--- config.mk ---
export PLATFORM = sky130hd
export DESIGN_NAME = ust_sync_tx
export DESIGN_NICKNAME = d
export VERILOG_FILES = /design/src/inc/ust_pkg.sv /design/src/ust_sync_tx.sv
export VERILOG_INCLUDE_DIRS = /design/src /design/src/inc
export SDC_FILE = /design/constraint.sdc
export NUM_CORES = 1
export LEC_CHECK = 0
export ABC_AREA = 1
export BUFFER_PORTS_ARGS = -buffer_cell sky130_fd_sc_hd__buf_2
export CORE_ASPECT_RATIO = 0.8
export CORE_MARGIN = 2
export CORE_UTILIZATION = 59
export CTS_BUF_LIST = sky130_fd_sc_hd__clkbuf_16
export CTS_CLUSTER_SIZE = 30
export DETAILED_ROUTE_END_ITERATION = 6
export PLACE_DENSITY = 0.79
export SLEW_MARGIN = 20
export SYNTH_ARGS = -nofsm -noshare
export SYNTH_HDL_FRONTEND = slang
export SYNTH_SLANG_ARGS = --single-unit
export TNS_END_PERCENT = 10
--- constraint.sdc ---
create_clock -name core_clk -period 2.5 [get_ports core_clk]
set_input_delay 0.375 -clock core_clk [delete_from_list [all_inputs] [get_ports core_clk]]
set_output_delay 0.375 -clock core_clk [all_outputs]
set_load 0.1 [all_outputs]
--- src/inc/ust_params.svh ---
// Offsets, field positions, reset values and sizes of the synchronous transmitter.
// Assumes a 32-bit AXI4-Lite register bus with one register to each aligned word.
`ifndef UST_PARAMS_SVH
`define UST_PARAMS_SVH
`define UST_ADDR_W 5
`define UST_OFF_TX_CTRL 5'h00
`define UST_OFF_RX_CTRL 5'h04
`define UST_OFF_BAUD_CTRL 5'h08
`define UST_OFF_DIV_LOW 5'h0C
`define UST_OFF_DIV_HIGH 5'h10
`define UST_OFF_TX_BUF 5'h14
`define UST_OFF_FLAGS 5'h18
`define UST_OFF_ENABLES 5'h1C
`define UST_TXC_CLK_SRC 7
`define UST_TXC_NINE 6
`define UST_TXC_TX_EN 5
`define UST_TXC_SYNC 4
`define UST_TXC_SR_EMPTY 1
`define UST_TXC_NINTH 0
`define UST_RXC_PORT_EN 7
`define UST_RXC_LINE 0
`define UST_BC_IDLE_POL 4
`define UST_BC_WIDE 3
`define UST_PF_BUF_EMPTY 4
`define UST_PE_TX_IE 4
`define UST_REG_RESET 8'h00
`define UST_FIFO_DEPTH 16
`define UST_FIFO_AW 4
`define UST_WORD_W 9
`define UST_RESP_OKAY 2'h0
`define UST_RESP_SLVERR 2'h2
`endif

--- src/inc/ust_pkg.sv ---
// Types shared by the synchronous transmitter and its buffer.
// Assumes ust_params.svh is on the include path.
`include "ust_params.svh"
package ust_pkg;
  // One queued word: ninth bit above eight data bits
  typedef struct packed {
    logic ninth;
    logic [7:0] data;
  } ust_word_t;

  // Mode bits that steer the shifter
  typedef struct packed {
    logic clock_source_select;
    logic sync_select;
    logic serial_port_enable;
    logic transmit_enable;
    logic nine_bit_transmit_select;
    logic wide_baud_generator_select;
    logic clock_idle_polarity;
  } ust_cfg_t;

  typedef enum logic [1:0] {
    UST_IDLE = 2'b01,
    UST_SHIFT = 2'b10
  } ust_state_t;
endpackage

--- src/ust_sync_tx.sv ---
// Synchronous master transmit path with an AXI4-Lite register slave and a word buffer.
// Assumes one clock core_clk; the data pin is two-way and resolved outside.
`timescale 1ns/1ps
`include "ust_params.svh"

// Plain synchronous FIFO with valid/ready on both sides
module ust_fifo
  import ust_pkg::*;
#(
  parameter int WIDTH = `UST_WORD_W,
  parameter int DEPTH = `UST_FIFO_DEPTH,
  parameter int AW = `UST_FIFO_AW
)
(
  input wire logic core_clk,
  input wire logic rst_n,
  input wire logic [WIDTH-1:0] in_data,
  input wire logic in_valid,
  output logic in_ready,
  output logic [WIDTH-1:0] out_data,
  output logic out_valid,
  input wire logic out_ready
);
  logic [WIDTH-1:0] mem [DEPTH];
  logic [AW:0] wr_ptr;
  logic [AW:0] rd_ptr;

  // Full when the pointers differ only in the wrap bit
  assign in_ready = !((wr_ptr[AW] != rd_ptr[AW]) && (wr_ptr[AW-1:0] == rd_ptr[AW-1:0]));
  assign out_valid = (wr_ptr != rd_ptr);
  assign out_data = mem[rd_ptr[AW-1:0]];

  // Storage is written without reset; only valid entries are ever read
  always_ff @(posedge core_clk)
  begin
    if (in_valid && in_ready)
    begin
      mem[wr_ptr[AW-1:0]] <= in_data;
    end
  end

  // Pointers
  always_ff @(posedge core_clk or negedge rst_n)
  begin
    if (!rst_n)
    begin
      wr_ptr <= '0;
      rd_ptr <= '0;
    end
    else
    begin
      if (in_valid && in_ready)
      begin
        wr_ptr <= wr_ptr + 1'b1;
      end
      if (out_valid && out_ready)
      begin
        rd_ptr <= rd_ptr + 1'b1;
      end
    end
  end
endmodule // ust_fifo

module ust_sync_tx
  import ust_pkg::*;
(
  input wire logic core_clk,
  input wire logic rst_n,
  input wire logic [`UST_ADDR_W-1:0] s_axi_awaddr,
  input wire logic [2:0] s_axi_awprot,
  input wire logic s_axi_awvalid,
  output logic s_axi_awready,
  input wire logic [31:0] s_axi_wdata,
  input wire logic [3:0] s_axi_wstrb,
  input wire logic s_axi_wvalid,
  output logic s_axi_wready,
  output logic [1:0] s_axi_bresp,
  output logic s_axi_bvalid,
  input wire logic s_axi_bready,
  input wire logic [`UST_ADDR_W-1:0] s_axi_araddr,
  input wire logic [2:0] s_axi_arprot,
  input wire logic s_axi_arvalid,
  output logic s_axi_arready,
  output logic [31:0] s_axi_rdata,
  output logic [1:0] s_axi_rresp,
  output logic s_axi_rvalid,
  input wire logic s_axi_rready,
  output logic sync_clock_line,
  output logic sync_clock_line_oe,
  input wire logic sync_data_line_in,
  output logic sync_data_line_out,
  output logic sync_data_line_oe
);
  ust_cfg_t cfg;
  logic transmit_ninth_bit;
  logic transmit_interrupt_enable;
  logic [7:0] baud_divisor_low;
  logic [7:0] baud_divisor_high;
  logic [7:0] last_buffer_write;
  ust_state_t state;
  logic [8:0] transmit_shift_register;
  logic word_nine;
  logic [3:0] bit_idx;
  logic [15:0] half_cnt;
  logic phase;
  logic aw_held;
  logic w_held;
  logic [`UST_ADDR_W-1:0] aw_addr;
  logic [31:0] w_data;
  logic [3:0] w_strb;
  logic line_meta;
  logic line_sync;
  logic master_on;
  logic [15:0] divisor;
  logic half_end;
  logic last_bit;
  logic load_word;
  logic buf_in_valid;
  logic buf_in_ready;
  ust_word_t buf_in;
  ust_word_t buf_out;
  logic buf_out_valid;
  logic do_write;
  logic wr_is_buf;
  logic [31:0] next_rdata;

  // Index of a decoded register, 4'hF for an unmapped address
  function automatic logic [3:0] reg_sel(input logic [`UST_ADDR_W-1:0] a);
    if (a == `UST_OFF_TX_CTRL) reg_sel = 4'h0;
    else if (a == `UST_OFF_RX_CTRL) reg_sel = 4'h1;
    else if (a == `UST_OFF_BAUD_CTRL) reg_sel = 4'h2;
    else if (a == `UST_OFF_DIV_LOW) reg_sel = 4'h3;
    else if (a == `UST_OFF_DIV_HIGH) reg_sel = 4'h4;
    else if (a == `UST_OFF_TX_BUF) reg_sel = 4'h5;
    else if (a == `UST_OFF_FLAGS) reg_sel = 4'h6;
    else if (a == `UST_OFF_ENABLES) reg_sel = 4'h7;
    else reg_sel = 4'hF;
  endfunction

  // Master transmit needs all four mode bits
  assign master_on = cfg.clock_source_select && cfg.sync_select
    && cfg.serial_port_enable && cfg.transmit_enable;
  assign divisor = cfg.wide_baud_generator_select ? {baud_divisor_high, baud_divisor_low}
    : {8'h00, baud_divisor_low};
  assign half_end = (half_cnt == divisor);
  assign last_bit = (bit_idx == (word_nine ? 4'h8 : 4'h7));
  // A waiting word is taken in idle, or at the end of the last bit
  assign load_word = master_on && buf_out_valid
    && ((state == UST_IDLE) || (half_end && phase && last_bit));

  // Write path: address and data latched in either order
  assign s_axi_awready = !aw_held;
  assign s_axi_wready = !w_held;
  assign wr_is_buf = (reg_sel(aw_addr) == 4'h5);
  // A buffer write waits while the buffer is full, stalling the bus
  assign do_write = aw_held && w_held && !s_axi_bvalid && (!wr_is_buf || buf_in_ready);
  assign buf_in_valid = do_write && wr_is_buf && w_strb[0];
  assign buf_in.ninth = transmit_ninth_bit;
  assign buf_in.data = w_data[7:0];

  ust_fifo #(
    .WIDTH(`UST_WORD_W),
    .DEPTH(`UST_FIFO_DEPTH),
    .AW(`UST_FIFO_AW)
  ) u_buf (
    .core_clk(core_clk),
    .rst_n(rst_n),
    .in_data(buf_in),
    .in_valid(buf_in_valid),
    .in_ready(buf_in_ready),
    .out_data(buf_out),
    .out_valid(buf_out_valid),
    .out_ready(load_word)
  );

  // Latch write address and data
  always_ff @(posedge core_clk or negedge rst_n)
  begin
    if (!rst_n)
    begin
      aw_held <= 1'b0;
      w_held <= 1'b0;
      aw_addr <= '0;
      w_data <= 32'h00000000;
      w_strb <= 4'h0;
    end
    else
    begin
      if (s_axi_awvalid && !aw_held)
      begin
        aw_held <= 1'b1;
        aw_addr <= s_axi_awaddr;
      end
      else if (do_write)
      begin
        aw_held <= 1'b0;
      end
      if (s_axi_wvalid && !w_held)
      begin
        w_held <= 1'b1;
        w_data <= s_axi_wdata;
        w_strb <= s_axi_wstrb;
      end
      else if (do_write)
      begin
        w_held <= 1'b0;
      end
    end
  end

  // Write response; unmapped addresses answer SLVERR
  always_ff @(posedge core_clk or negedge rst_n)
  begin
    if (!rst_n)
    begin
      s_axi_bvalid <= 1'b0;
      s_axi_bresp <= `UST_RESP_OKAY;
    end
    else if (do_write)
    begin
      s_axi_bvalid <= 1'b1;
      s_axi_bresp <= (reg_sel(aw_addr) == 4'hF) ? `UST_RESP_SLVERR : `UST_RESP_OKAY;
    end
    else if (s_axi_bready)
    begin
      s_axi_bvalid <= 1'b0;
    end
  end

  // Register writes; flag and empty bits have no write path
  always_ff @(posedge core_clk or negedge rst_n)
  begin
    if (!rst_n)
    begin
      cfg <= '0;
      transmit_ninth_bit <= 1'b0;
      transmit_interrupt_enable <= 1'b0;
      baud_divisor_low <= `UST_REG_RESET;
      baud_divisor_high <= `UST_REG_RESET;
      last_buffer_write <= `UST_REG_RESET;
    end
    else if (do_write && w_strb[0])
    begin
      if (reg_sel(aw_addr) == 4'h0)
      begin
        cfg.clock_source_select <= w_data[`UST_TXC_CLK_SRC];
        cfg.nine_bit_transmit_select <= w_data[`UST_TXC_NINE];
        cfg.transmit_enable <= w_data[`UST_TXC_TX_EN];
        cfg.sync_select <= w_data[`UST_TXC_SYNC];
        transmit_ninth_bit <= w_data[`UST_TXC_NINTH];
      end
      else if (reg_sel(aw_addr) == 4'h1)
      begin
        cfg.serial_port_enable <= w_data[`UST_RXC_PORT_EN];
      end
      else if (reg_sel(aw_addr) == 4'h2)
      begin
        cfg.clock_idle_polarity <= w_data[`UST_BC_IDLE_POL];
        cfg.wide_baud_generator_select <= w_data[`UST_BC_WIDE];
      end
      else if (reg_sel(aw_addr) == 4'h3)
      begin
        baud_divisor_low <= w_data[7:0];
      end
      else if (reg_sel(aw_addr) == 4'h4)
      begin
        baud_divisor_high <= w_data[7:0];
      end
      else if (reg_sel(aw_addr) == 4'h5)
      begin
        last_buffer_write <= w_data[7:0];
      end
      else if (reg_sel(aw_addr) == 4'h7)
      begin
        transmit_interrupt_enable <= w_data[`UST_PE_TX_IE];
      end
    end
  end

  // Read mux; the shift register itself has no address
  always_comb
  begin
    next_rdata = 32'h00000000;
    if (reg_sel(s_axi_araddr) == 4'h0)
    begin
      next_rdata[`UST_TXC_CLK_SRC] = cfg.clock_source_select;
      next_rdata[`UST_TXC_NINE] = cfg.nine_bit_transmit_select;
      next_rdata[`UST_TXC_TX_EN] = cfg.transmit_enable;
      next_rdata[`UST_TXC_SYNC] = cfg.sync_select;
      next_rdata[`UST_TXC_SR_EMPTY] = (state == UST_IDLE);
      next_rdata[`UST_TXC_NINTH] = transmit_ninth_bit;
    end
    else if (reg_sel(s_axi_araddr) == 4'h1)
    begin
      next_rdata[`UST_RXC_PORT_EN] = cfg.serial_port_enable;
      next_rdata[`UST_RXC_LINE] = line_sync && (state == UST_IDLE);
    end
    else if (reg_sel(s_axi_araddr) == 4'h2)
    begin
      next_rdata[`UST_BC_IDLE_POL] = cfg.clock_idle_polarity;
      next_rdata[`UST_BC_WIDE] = cfg.wide_baud_generator_select;
    end
    else if (reg_sel(s_axi_araddr) == 4'h3)
    begin
      next_rdata[7:0] = baud_divisor_low;
    end
    else if (reg_sel(s_axi_araddr) == 4'h4)
    begin
      next_rdata[7:0] = baud_divisor_high;
    end
    else if (reg_sel(s_axi_araddr) == 4'h5)
    begin
      next_rdata[7:0] = last_buffer_write;
    end
    else if (reg_sel(s_axi_araddr) == 4'h6)
    begin
      // Empty flag tracks the buffer, independent of the enable
      next_rdata[`UST_PF_BUF_EMPTY] = !buf_out_valid;
    end
    else if (reg_sel(s_axi_araddr) == 4'h7)
    begin
      next_rdata[`UST_PE_TX_IE] = transmit_interrupt_enable;
    end
  end

  // Read channel: one read at a time, answer one cycle after the address
  assign s_axi_arready = !s_axi_rvalid;
  always_ff @(posedge core_clk or negedge rst_n)
  begin
    if (!rst_n)
    begin
      s_axi_rvalid <= 1'b0;
      s_axi_rdata <= 32'h00000000;
      s_axi_rresp <= `UST_RESP_OKAY;
    end
    else if (s_axi_arvalid && !s_axi_rvalid)
    begin
      s_axi_rvalid <= 1'b1;
      s_axi_rdata <= next_rdata;
      s_axi_rresp <= (reg_sel(s_axi_araddr) == 4'hF) ? `UST_RESP_SLVERR : `UST_RESP_OKAY;
    end
    else if (s_axi_rready)
    begin
      s_axi_rvalid <= 1'b0;
    end
  end

  // Two-flop synchroniser on the data pin
  always_ff @(posedge core_clk or negedge rst_n)
  begin
    if (!rst_n)
    begin
      line_meta <= 1'b0;
      line_sync <= 1'b0;
    end
    else
    begin
      line_meta <= sync_data_line_in;
      line_sync <= line_meta;
    end
  end

  // Shifter: each bit is two half periods of divisor+1 cycles
  always_ff @(posedge core_clk or negedge rst_n)
  begin
    if (!rst_n)
    begin
      state <= UST_IDLE;
      transmit_shift_register <= 9'h000;
      word_nine <= 1'b0;
      bit_idx <= 4'h0;
      half_cnt <= 16'h0000;
      phase <= 1'b0;
    end
    else
    begin
      case (state)
        UST_IDLE:
        begin
          half_cnt <= 16'h0000;
          phase <= 1'b0;
          if (load_word)
          begin
            transmit_shift_register <= buf_out;
            word_nine <= cfg.nine_bit_transmit_select;
            bit_idx <= 4'h0;
            state <= UST_SHIFT;
          end
        end
        UST_SHIFT:
        begin
          if (!master_on)
          begin
            // Dropping an enable aborts the word in flight
            state <= UST_IDLE;
          end
          else if (!half_end)
          begin
            half_cnt <= half_cnt + 16'h0001;
          end
          else
          begin
            half_cnt <= 16'h0000;
            phase <= !phase;
            if (phase && last_bit)
            begin
              if (load_word)
              begin
                transmit_shift_register <= buf_out;
                word_nine <= cfg.nine_bit_transmit_select;
                bit_idx <= 4'h0;
              end
              else
              begin
                state <= UST_IDLE;
              end
            end
            else if (phase)
            begin
              transmit_shift_register <= {1'b0, transmit_shift_register[8:1]};
              bit_idx <= bit_idx + 4'h1;
            end
          end
        end
        default:
        begin
          state <= UST_IDLE;
        end
      endcase
    end
  end

  // Clock leaves idle level in the second half of each bit
  assign sync_clock_line = cfg.clock_idle_polarity ^ ((state == UST_SHIFT) && phase);
  assign sync_clock_line_oe = cfg.serial_port_enable && cfg.clock_source_select;
  assign sync_data_line_out = (state == UST_SHIFT) ? transmit_shift_register[0] : 1'b0;
  // Data pin driven only while shifting, so reception and transmission never overlap
  assign sync_data_line_oe = cfg.serial_port_enable && (state == UST_SHIFT);
endmodule // ust_sync_tx

Word level (Yosys, flattened, before mapping)
Memories as Yosys holds them, arrays and structs flattened.
Index checks and enable logic that the tools add are counted.

storage, ports and cells
  register bits = 108
  bits in writable memories = 144
  input port bits = 60
  output and inout bits = 45
  logic and storage cells = 277
  memories kept = 1

operators by class
  $add $sub $neg = 4
  eq/ne operators = 45
  mux-type cells = 133
  bitwise operators = 7
  reductions and logical operators = 55

memories
  memory     words  bits a word  read ports  clocked after memory_dff  wr ports  line               text
  u_buf.mem  16     9            1           0                         1         ust_sync_tx.sv:24  logic [WIDTH-1:0] mem [DEPTH];

operators by type and width
  operator                                                         count
  4-bit 2-to-1 mux                                                 82
  16-bit 2-to-1 mux                                                3
  9-bit 2-to-1 mux                                                 5
  5-bit == test, second input constant                             8
  4-bit by 3-bit == test with 1-bit output, second input constant  8
  16-bit one-hot mux with 2 select lines                           1
  1-bit logical AND                                                24
  1-bit 2-to-1 mux                                                 21
  5-bit by 4-bit == test with 1-bit output, second input constant  4
  2-bit 2-to-1 mux                                                 10
  9-bit one-hot mux with 2 select lines                            1
  16-bit by 1-bit adder with 16-bit output, second input constant  1
  16-bit == test                                                   1
  4-bit by 2-bit == test with 1-bit output, second input constant  4
  8-bit 2-to-1 mux                                                 2
  4-bit AND reduction                                              4
  3-bit != test, second input constant                             4
  5-bit by 1-bit adder with 5-bit output, second input constant    2
  5-bit by 3-bit == test with 1-bit output, second input constant  2
  5-bit zero test                                                  2
  2-bit nonzero test                                               5
  3-bit 2-to-1 mux                                                 3
  4-bit by 1-bit == test with 1-bit output, second input constant  2
  4-bit == test                                                    2
  other kinds (23)                                                 43

Longest topological paths before layout
Gate-level depths: netlist (run 1).

  depth in word-level cells = 53
  gate-level depth with buffers = 17
  depth with buffers taken out = 15

By module
From an unflattened synthesis (run 1), not the netlist that was laid out.

second synthesis, totals
  cells, all modules = 1,225
  area, all modules = 11,456.0 µm²

by module, submodules not included
  module       instances  cells each  area an instance (µm²)  sequential area each (µm²)
  ust_fifo     1          612         6,568.8                 4,574.4
  ust_sync_tx  1          613         4,887.2                 2,403.6

Worst setup path before layout (run 1)
OpenSTA, ideal clock, no wires.

  path kind = reg2reg
  start point = reg s_axi_bvalid
  end point = mem u_buf.mem[12][0] (netlist bit), enable pin
  library setup time = 0.374 ns
  arrival = 2.212 ns
  data required time = 2.126 ns
  path slack = -0.087 ns
  stages on the path, launching flop included = 9
  buffers on the path = 1
  period minus slack after synthesis = 2.587 ns
  cell sequence = dfrtp_1 -> nor3_1 -> nand2_2 -> nor2_2 -> nand2_1 -> buf_4 -> inv_2 -> nand2_1 -> nor2_1

between the ends
  word-level cells in the longest chain between the ends = 8

RTL lines
  what                                    line                text
  from (decl)                             ust_sync_tx.sv:78   output logic s_axi_bvalid,
  from (signal assigned)                  ust_sync_tx.sv:216  s_axi_bvalid <= 1'b0;
  from (signal assigned)                  ust_sync_tx.sv:221  s_axi_bvalid <= 1'b1;
  from (signal assigned)                  ust_sync_tx.sv:226  s_axi_bvalid <= 1'b0;
  1-bit zero test                         ust_sync_tx.sv:156  assign do_write = aw_held && w_held && !s_axi_bvalid && (!wr_is_buf || buf_in_ready);
  1-bit logical AND (2 in a row)          ust_sync_tx.sv:156
  1-bit logical AND (2 in a row)          ust_sync_tx.sv:157  assign buf_in_valid = do_write && wr_is_buf && w_strb[0];
  1-bit logical AND                       ust_sync_tx.sv:36   if (in_valid && in_ready)
  1-bit 2-to-1 mux                        ust_sync_tx.sv:36
  1-bit 2-to-1 mux (implied by the code)  ust_sync_tx.sv:38   mem[wr_ptr[AW-1:0]] <= in_data;
  to (decl)                               ust_sync_tx.sv:24

No other way between the ends.

Final worst setup path (run 1)
  start point = reg u_buf.rd_ptr[4]
  end point = mem u_buf.mem[12][0] (netlist bit), enable pin

between the ends
  word-level cells in the longest chain between the ends = 10

RTL lines
  what                                      line                text
  from (decl)                               ust_sync_tx.sv:26   logic [AW:0] rd_ptr;
  from (signal assigned)                    ust_sync_tx.sv:58   rd_ptr <= rd_ptr + 1'b1;
  1-bit != test *                           ust_sync_tx.sv:29   assign in_ready = !((wr_ptr[AW] != rd_ptr[AW]) && (wr_ptr[AW-1:0] == rd_ptr[AW-1:0]));
  1-bit logical AND *                       ust_sync_tx.sv:29
  1-bit zero test *                         ust_sync_tx.sv:29
  1-bit logical OR                          ust_sync_tx.sv:156
  1-bit logical AND                         ust_sync_tx.sv:156
  1-bit logical AND (2 in a row)            ust_sync_tx.sv:157
  1-bit logical AND *                       ust_sync_tx.sv:36
  1-bit 2-to-1 mux *                        ust_sync_tx.sv:36
  1-bit 2-to-1 mux (implied by the code) *  ust_sync_tx.sv:38

Every way passes the cells marked *; elsewhere a longest branch is shown, timed or not.

==> metrics.csv, run 1 <==
stage;metric;value;unit
outcome;status;complete, no violations;
yosys;ys_warn_count;0;
clocking;clockRootBuffer;clkbuf_16;
yosys;synthXorXnorAreaFrac;1.70;%
yosys;synth_area;11300;um^2
floorplan;fp.dieH;128;um
sta;worst_clock_skew;0.0118;ns
setup_path;crit_required;2.65;ns
cells_and_area;fillers;1483;
sta;worst_pin_slew;0.860;ns
sta;slew_headroom;42.5;%
setup_path;critPathKind;flip-flop to flip-flop;
route;drt.antenna.violating_nets;0;
yosys;synth_adder_area_share;0.773;%
setup_path;cp_cell_sequence;xnor2_1, inv_1, nand4_1, nand2_2, nor2_2, nand2_1, inv_2, nand2_1, nor2_1;
yosys;synthCells;1173;
cells_and_area;areaGrowthSynthToFinish;11.4;%
yosys;synth-compound-area-share;8.78;%
grt;grt_max_degree;80;
grt;overflow;0;
route;first_pass_iters;5;
yosys;yosysMostFrequentCell;nand2_1;
route;post_drt_wl_per_cell;17.8;um
clocking;cts_max_path_buffers;3;
route;drt-vias-per-instance;5.61;
floorplan;dieWidth;159;um
clocking;numClockSinks;250;
clocking;post-cts-setup-buffer-count;0;
grt;grt_usage;26.5;%
yosys;synthTopCellsByArea;edfxtp_1 38%, dfrtp_1 23%, nand2_1 7.4%, nor2_1 6.2%, o21ai_0 4.4%;
clocking;cts-htree-levels;1;
power_and_ir_drop;leakage;5.29;nW
sta;finalWorstSetupSlack;0.00576;ns
floorplan;fp.dieArea;20300;um^2
cells_and_area;diodes;0;
yosys;synth-seq-area-share;61.6;%
power_and_ir_drop;pwr-share-comb;17.5;%
power_and_ir_drop;seqPwrFrac;50.6;%
setup_path;arrival;2.65;ns
yosys;synth_ff_type;edfxtp_1;
sta;timing.hold.ws;0.0308;ns
sta;setup_viol;0;
yosys;async_flop_share;42.4;%
power_and_ir_drop;powerDensity;913;nW/um^2
yosys;syn_avg_cell_area;9.66;um^2
power_and_ir_drop;power;0.0115;W
yosys;synth-edff-count;144;
sta;rsz0062_at_grt;true;
route;routed-via-count;8425;
floorplan;initial_core_util;59.9;%
floorplan;num_io_pins;105;
setup_path;cpPeakStageDelay;0.69;ns
yosys;synth_top_family_by_area;simple AND/OR/NAND/NOR gates;
placed_design;routabilityCongestion;0.918;
route;wl;26700;um
yosys;synth_commonest_cells;223 x nand2_1, 186 x nor2_1, 144 x edfxtp_1, 105 x dfrtp_1, 100 x o21ai_0;
power_and_ir_drop;power.clock.fraction;31.9;%
cells_and_area;drive_gt1_share;12.5;%
power_and_ir_drop;netSwitchingFraction;33.1;%
clocking;numCtsBuffers;24;
power_and_ir_drop;p_int;0.00770;W
floorplan;rows;45;
cells_and_area;fin_util;66.7;%
route;first_iter_violations;799;
yosys;synthMuxAreaShare;0.199;%
sta;hold_viol;0;
grt;grt_first_pass_wirelength;41900;um
flow_run;drv_cap;0;
sta;layout_min_cycle_time;2.49;ns
power_and_ir_drop;switchingPower;0.00381;W
power_and_ir_drop;ir_worst_vdd;1.10;mV
clocking;clk_pin_slew;0.06;ns
hold_path;hold_class;input port to flip-flop;
placed_design;dpl.hpwl;17800;um
yosys;synth_top_area_cell;edfxtp_1;
clocking;cts_tree;built;
yosys;netlist.area_leader.share;38.2;%
sta;clock.fmax;401;MHz
sta;drv_slew;0;
grt;antenna_found_initial;0;
yosys;synth_cell_type_count;42;
setup_path;crit_path_max_fanout;9;
cells_and_area;nets;1293;
route;drcViolationCount;0;
grt;grt_pass1_vias;7848;
clocking;insertion_delay;0.53;ns
setup_path;crit_slowest_cell;nor2_1;
yosys;synth_seq_cells;250;
placed_design;dp_slack;0.00391;ns
yosys;synthSimpleGateAreaFrac;20.1;%
setup_path;worst_path_most_repeated_cell;nand2_1;
setup_path;start_kind;flip-flop;
floorplan;coreArea;18900;um^2
placed_design;port_buffers;45;
setup_path;end_kind;flip-flop;
sta;finalCritPeriodShare;99.8;%
==> final timing paths <==
kind	from	endpoint	slack, ns	cells past startpoint
setup reg to reg	u_buf.rd_ptr[4]	u_buf.mem[12][0]	0.006	9
min in group asynchronous	rst_n	half_cnt[6]	0.28	2
max in group asynchronous	rst_n	state[0]	1.53	3
hold / removal	s_axi_rready	s_axi_rvalid	0.03	2
setup / recovery	u_buf.rd_ptr[4]	u_buf.mem[12][0]	0.006	9
hold reg to reg	line_meta	line_sync	0.36	0
==> cell usage in the layout, fill, tap and decap left out, drive strengths merged <==
master       instances
nand2              233
nor2               189
edfxtp             144
o21ai              119
dfrtp              105
inv                100
nand3               89
buf                 67
a21oi               33
conb                26
clkbuf              25
xor2                15
nand4               15
nor3                13
clkinv              11
xnor2                7
o211ai               7
ha                   7
o22ai                6
o21a                 6
clkinvlp             4
nor4                 3
a31oi                3
a41oi                3
bufinv               3
o221ai               2
mux2                 2
dlygate4sd3          2
a211oi               1
o2111ai              1
a21o                 1
a221oi               1
dfstp                1
==> what timing repair did <==
| action | in CTS | in global routing |
|---|---|---|
| endpoints found under the setup margin | 18 | 140 |
| resized for setup | 2 | 13 |
| hold buffers | 2 | 0 |
| endpoints found under the hold margin | 18 | 0 |
| cloned | 0 | 0 |
==> per-stage QoR <==
stage | setup TNS, ns | area, um^2 | std cells
after floorplan | -6.54 | 11400 | 1198
after global placement | 0 | 11800 | 1456
after detailed placement | 0 | 11800 | 1456
after CTS | 0 | 12600 | 1502
after global routing | -4.15 | 12600 | 1502
final | 0 | 12600 | 1502
==> registers in the layout (all words and copies together), names as in the netlist, 2 cells and up <==
| register | cells |
|---|---|
| last_buffer_write | 8 |
| u_buf.rd_ptr | 5 |
| w_data | 8 |
| u_buf.wr_ptr | 5 |
| aw_addr | 5 |
| baud_divisor_high | 8 |
| transmit_shift_register | 9 |
| half_cnt | 16 |
| baud_divisor_low | 8 |
| bit_idx | 4 |
| state | 2 |
| u_buf.mem | 144 |
| s_axi_rdata | 8 |
| cfg | 7 |
==> routing by layer <==
layer | share of wire [%] | global-route usage [%] | up-vias
li1 | - | - | 3991
met1 | 44 | 39.7 | 4031
met2 | 45 | 40.3 | 362
met3 | 9.3 | 5.21 | 41
met4 | 2.0 | 6.95 | 0
met5 | 0 | 0 | -
==> power groups by stage <==
stage / combinational [W] / sequential (W) / clock [W]
after global placement: 0.00197 / 0.00584 / 0
after floorplan: 0.00124 / 0.00585 / 0
final: 0.00202 / 0.00582 / 0.00367
after global routing: 0.00221 / 0.00587 / 0.00385
after detailed placement: 0.00201 / 0.00588 / 0
after CTS: 0.00202 / 0.00580 / 0.00370
==> kinds of logic (layout without fill, tap and decap cells) <==
group	Yosys count	count (layout)
buf+inv	166	212
fa+ha+maj	7	7
other cells	1	26
compound gates	183	183
xor+xnor	22	22
mux	2	2
flops	250	250
simple gates	542	542
==> layout make-up <==
type                       count  area, um^2  area share (%)
clock inverter                19         168            1.33
sequential                   250        6980            55.4
tap                          258         323            2.56
timing repair buffer          69         429            3.40
multi-input combinational    782        3710            29.4
clock buffer                  25         626            4.96
inverter                      99         377            2.99
==> critical path, delay by kind of cell, from the launching register on <==
kind | cells | cell delay, ns
buffers and inverters | 2 | 0.18
AND/OR/NAND/NOR | 6 | 1.28
XOR/XNOR | 1 | 0.22
flip-flops | 1 | 0.44
(Power assumes the default switching activity.)
==> run 2: changes to the inputs <==
--- a/config.mk
+++ b/config.mk
@@ -8,15 +8,17 @@
 export LEC_CHECK = 0
 export ABC_AREA = 1
 export BUFFER_PORTS_ARGS = -buffer_cell sky130_fd_sc_hd__buf_2
+export CAP_MARGIN = 20
 export CORE_ASPECT_RATIO = 0.8
 export CORE_MARGIN = 2
-export CORE_UTILIZATION = 59
+export CORE_UTILIZATION = 60
 export CTS_BUF_LIST = sky130_fd_sc_hd__clkbuf_16
 export CTS_CLUSTER_SIZE = 30
 export DETAILED_ROUTE_END_ITERATION = 6
-export PLACE_DENSITY = 0.79
+export PLACE_DENSITY = 0.8
 export SLEW_MARGIN = 20
 export SYNTH_ARGS = -nofsm -noshare
 export SYNTH_HDL_FRONTEND = slang
+export SYNTH_HIERARCHICAL = 1
 export SYNTH_SLANG_ARGS = --single-unit
 export TNS_END_PERCENT = 10
==> run 2 against run 1 <==
Net effect: final area rose by 2.4%; critical endpoint is now sync_clock_line; largest cell class unchanged; die area fell by 0.53%; critical path type is now flip-flop to output pin; register-to-register slack improved by 0.18 ns; wire length fell by 2.2%.
==> metrics.csv, run 2 <==
stage;metric;value;unit
sta;finalCritPeriodShare;95.1;%
grt;antenna_found_initial;1;
floorplan;initial_core_util;60.7;%
floorplan;coreArea;18900;um^2
cells_and_area;nets;1367;
sta;slew_headroom;50.3;%
grt;grt_pass1_vias;8008;
cells_and_area;fin_util;68.5;%
route;wl_met1;11500;um
route;drcViolationCount;0;
clocking;cts-htree-levels;1;
yosys;synth_seq_cells;250;
grt;grt_usage;26.5;%
yosys;synth_ff_type;edfxtp_1;
yosys;synth_commonest_cells;310 x nand2_1, 189 x nor2_1, 144 x edfxtp_1, 129 x o21ai_0, 105 x dfrtp_1;
cells_and_area;final_common_cell;nand2_1;
floorplan;fp.dieH;128;um
power_and_ir_drop;power;0.0113;W
floorplan;rows;45;
sta;layout_min_cycle_time;2.38;ns
route;routed-via-count;8715;
route;post_drt_wl_per_cell;16.5;um
power_and_ir_drop;powerDensity;877;nW/um^2
yosys;synth-edff-count;144;
yosys;synth_top_area_cell;edfxtp_1;
yosys;synthSimpleGateAreaFrac;22.0;%
sta;finalWorstSetupSlack;0.123;ns
yosys;yosysMostFrequentCell;nand2_1;
clocking;insertion_delay;0.53;ns
cells_and_area;diodes;0;
yosys;synth_cell_type_count;44;
placed_design;dpl.hpwl;17400;um
sta;worst_pin_slew;0.739;ns
route;first_iter_violations;907;
cells_and_area;instances_no_fill;1577;
sta;clock.fmax;421;MHz
yosys;synthTopCellsByArea;edfxtp_1 38%, dfrtp_1 23%, nand2_1 10%, nor2_1 6.2%, o21ai_0 5.6%;
yosys;ys_warn_count;6;
sta;hold_viol;0;
setup_path;critPathKind;flip-flop to output pin;
grt;overflow;0;
sta;worst_clock_skew;0.0111;ns
clocking;cts_max_path_buffers;3;
clocking;clockRootBuffer;clkbuf_16;
cells_and_area;final_cell_mix;307 x nand2_1, 174 x nor2_1, 144 x edfxtp_1;
yosys;synth-compound-area-share;8.26;%
yosys;synthCells;1225;
yosys;synthMuxAreaShare;0.197;%
floorplan;fp.dieArea;20200;um^2
sta;setup_viol;0;
route;routed-wl-met2;11900;um
floorplan;num_io_pins;105;
route;drt-vias-per-instance;5.53;
clocking;cts_tree;built;
placed_design;port_buffers;45;
cells_and_area;areaGrowthSynthToFinish;12.8;%
clocking;numClockSinks;250;
yosys;synthXorXnorAreaFrac;0.841;%
setup_path;start_kind;flip-flop;
route;wl;26100;um
route;wl_met3;2290;um
yosys;synth_top_family_by_area;simple AND/OR/NAND/NOR gates;
flow_run;drv_cap;0;
setup_path;arrival;2.00;ns
placed_design;routabilityCongestion;0.870;
yosys;synth_area;11500;um^2
yosys;async_flop_share;42.4;%
setup_path;crit_required;2.12;ns
route;first_pass_iters;7;
yosys;synth-seq-area-share;60.9;%
grt;grt_first_pass_wirelength;41400;um
placed_design;dp.cells;1525;
yosys;syn_avg_cell_area;9.35;um^2
outcome;status;complete, no violations;
power_and_ir_drop;leakage;5.46;nW
route;routed.top_layer;met4;
power_and_ir_drop;ir_worst_vdd;0.954;mV
cells_and_area;drive_gt1_share;13.6;%
clocking;numCtsBuffers;25;
setup_path;crit_path_max_fanout;7;
clocking;clk_pin_slew;0.06;ns
route;drt.antenna.violating_nets;0;
hold_path;hold_class;input port to flip-flop;
grt;grt_max_degree;74;
sta;tns;0;ns
sta;drv_slew;0;
floorplan;dieWidth;158;um
yosys;netlist.area_leader.share;37.7;%
setup_path;reg2reg_slack;0.19;ns
placed_design;dp_slack;0.0149;ns
cells_and_area;largest_reg_flops;144;
yosys;synth_adder_area_share;0.765;%
setup_path;end_kind;output pin;
[run 2: cell types whose count changed in the layout (fill, tap and decap cells not counted), sizes merged, moves of 7 or more]
cell / previous run / this run
nand2: 233 / 317
nand4: 15 / 6
o21ai: 119 / 134
inv: 100 / 109
nand3: 89 / 67
xor2: 15 / 8
buf: 67 / 81
o211ai: 7 / 0
[run 2: path summary, 6_finish.rpt]
check,start,to,depth (start not counted)
hold reg to reg,line_meta,line_sync,0
setup / recovery,state[0],sync_clock_line,5
setup reg to reg,u_buf/rd_ptr[4],u_buf/mem[3][6],14
max in group asynchronous,rst_n,half_cnt[0],3
min in group asynchronous,rst_n,transmit_shift_register[5],2
hold / removal,s_axi_bready,s_axi_bvalid,2
[run 2: kinds of logic (layout without fill, tap and decap cells)]
| kind of cell | after synthesis | count (layout) |
|---|---|---|
| simple gates | 608 | 610 |
| flops | 250 | 250 |
| compound gates | 178 | 178 |
| buf+inv | 168 | 235 |
| xor+xnor | 11 | 11 |
| fa+ha+maj | 7 | 7 |
| mux | 2 | 2 |
| other cells | 1 | 26 |
[run 2: report_power, final]
| part | total [W] | switching [W] | internal, W | leakage, nW |
|---|---|---|---|---|
| sequential | 0.00559 | 0.000517 | 0.00507 | 2.68 |
| combinational | 0.00220 | 0.00171 | 0.000489 | 2.38 |
| clock | 0.00354 | 0.00158 | 0.00196 | 0.398 |
[run 2: metal layers]
layer / global-route usage, % / up-vias
met5: 0 / -
met4: 5.72 / 0
met3: 4.48 / 39
met2: 41.0 / 365
li1: - / 4145
met1: 39.9 / 4166
[run 2: timing repair]
item	4_1_cts	5_1_grt
hold buffers	2	0
gates cloned	0	3
pin swaps	1	2
hold endpoints to repair	106	0
buffers inserted	1	0
endpoints found under the setup margin	9	74
resized for setup	0	12
[run 2: layout make-up]
type                    count  area (um^2)
repair buffers             83          543
fillers                  1382         5940
multi-input cells         834         3890
well taps                 258          323
flip-flops and latches    250         6980
clock buffers              27          676
clock inverters            19         97.6
repair inverters            1         5.00
inverters                 105          402
[run 2: worst max-delay path, stage by stage, from the launching register on]
cell and delay, ns:
dfstp_2 0.51, inv_1 0.04, nand2_1 0.22, nor2_1 0.12
xor2_2 0.14, buf_2 0.44
[run 2: stage by stage]
stage               hold slack, ns  instance area [um^2]
CTS                         0.0163                 12900
detailed placement           0.195                 12000
finish                      0.0242                 12900
global placement             0.195                 12000
global route                0.0461                 12900
floorplan                   0.0794                 11600
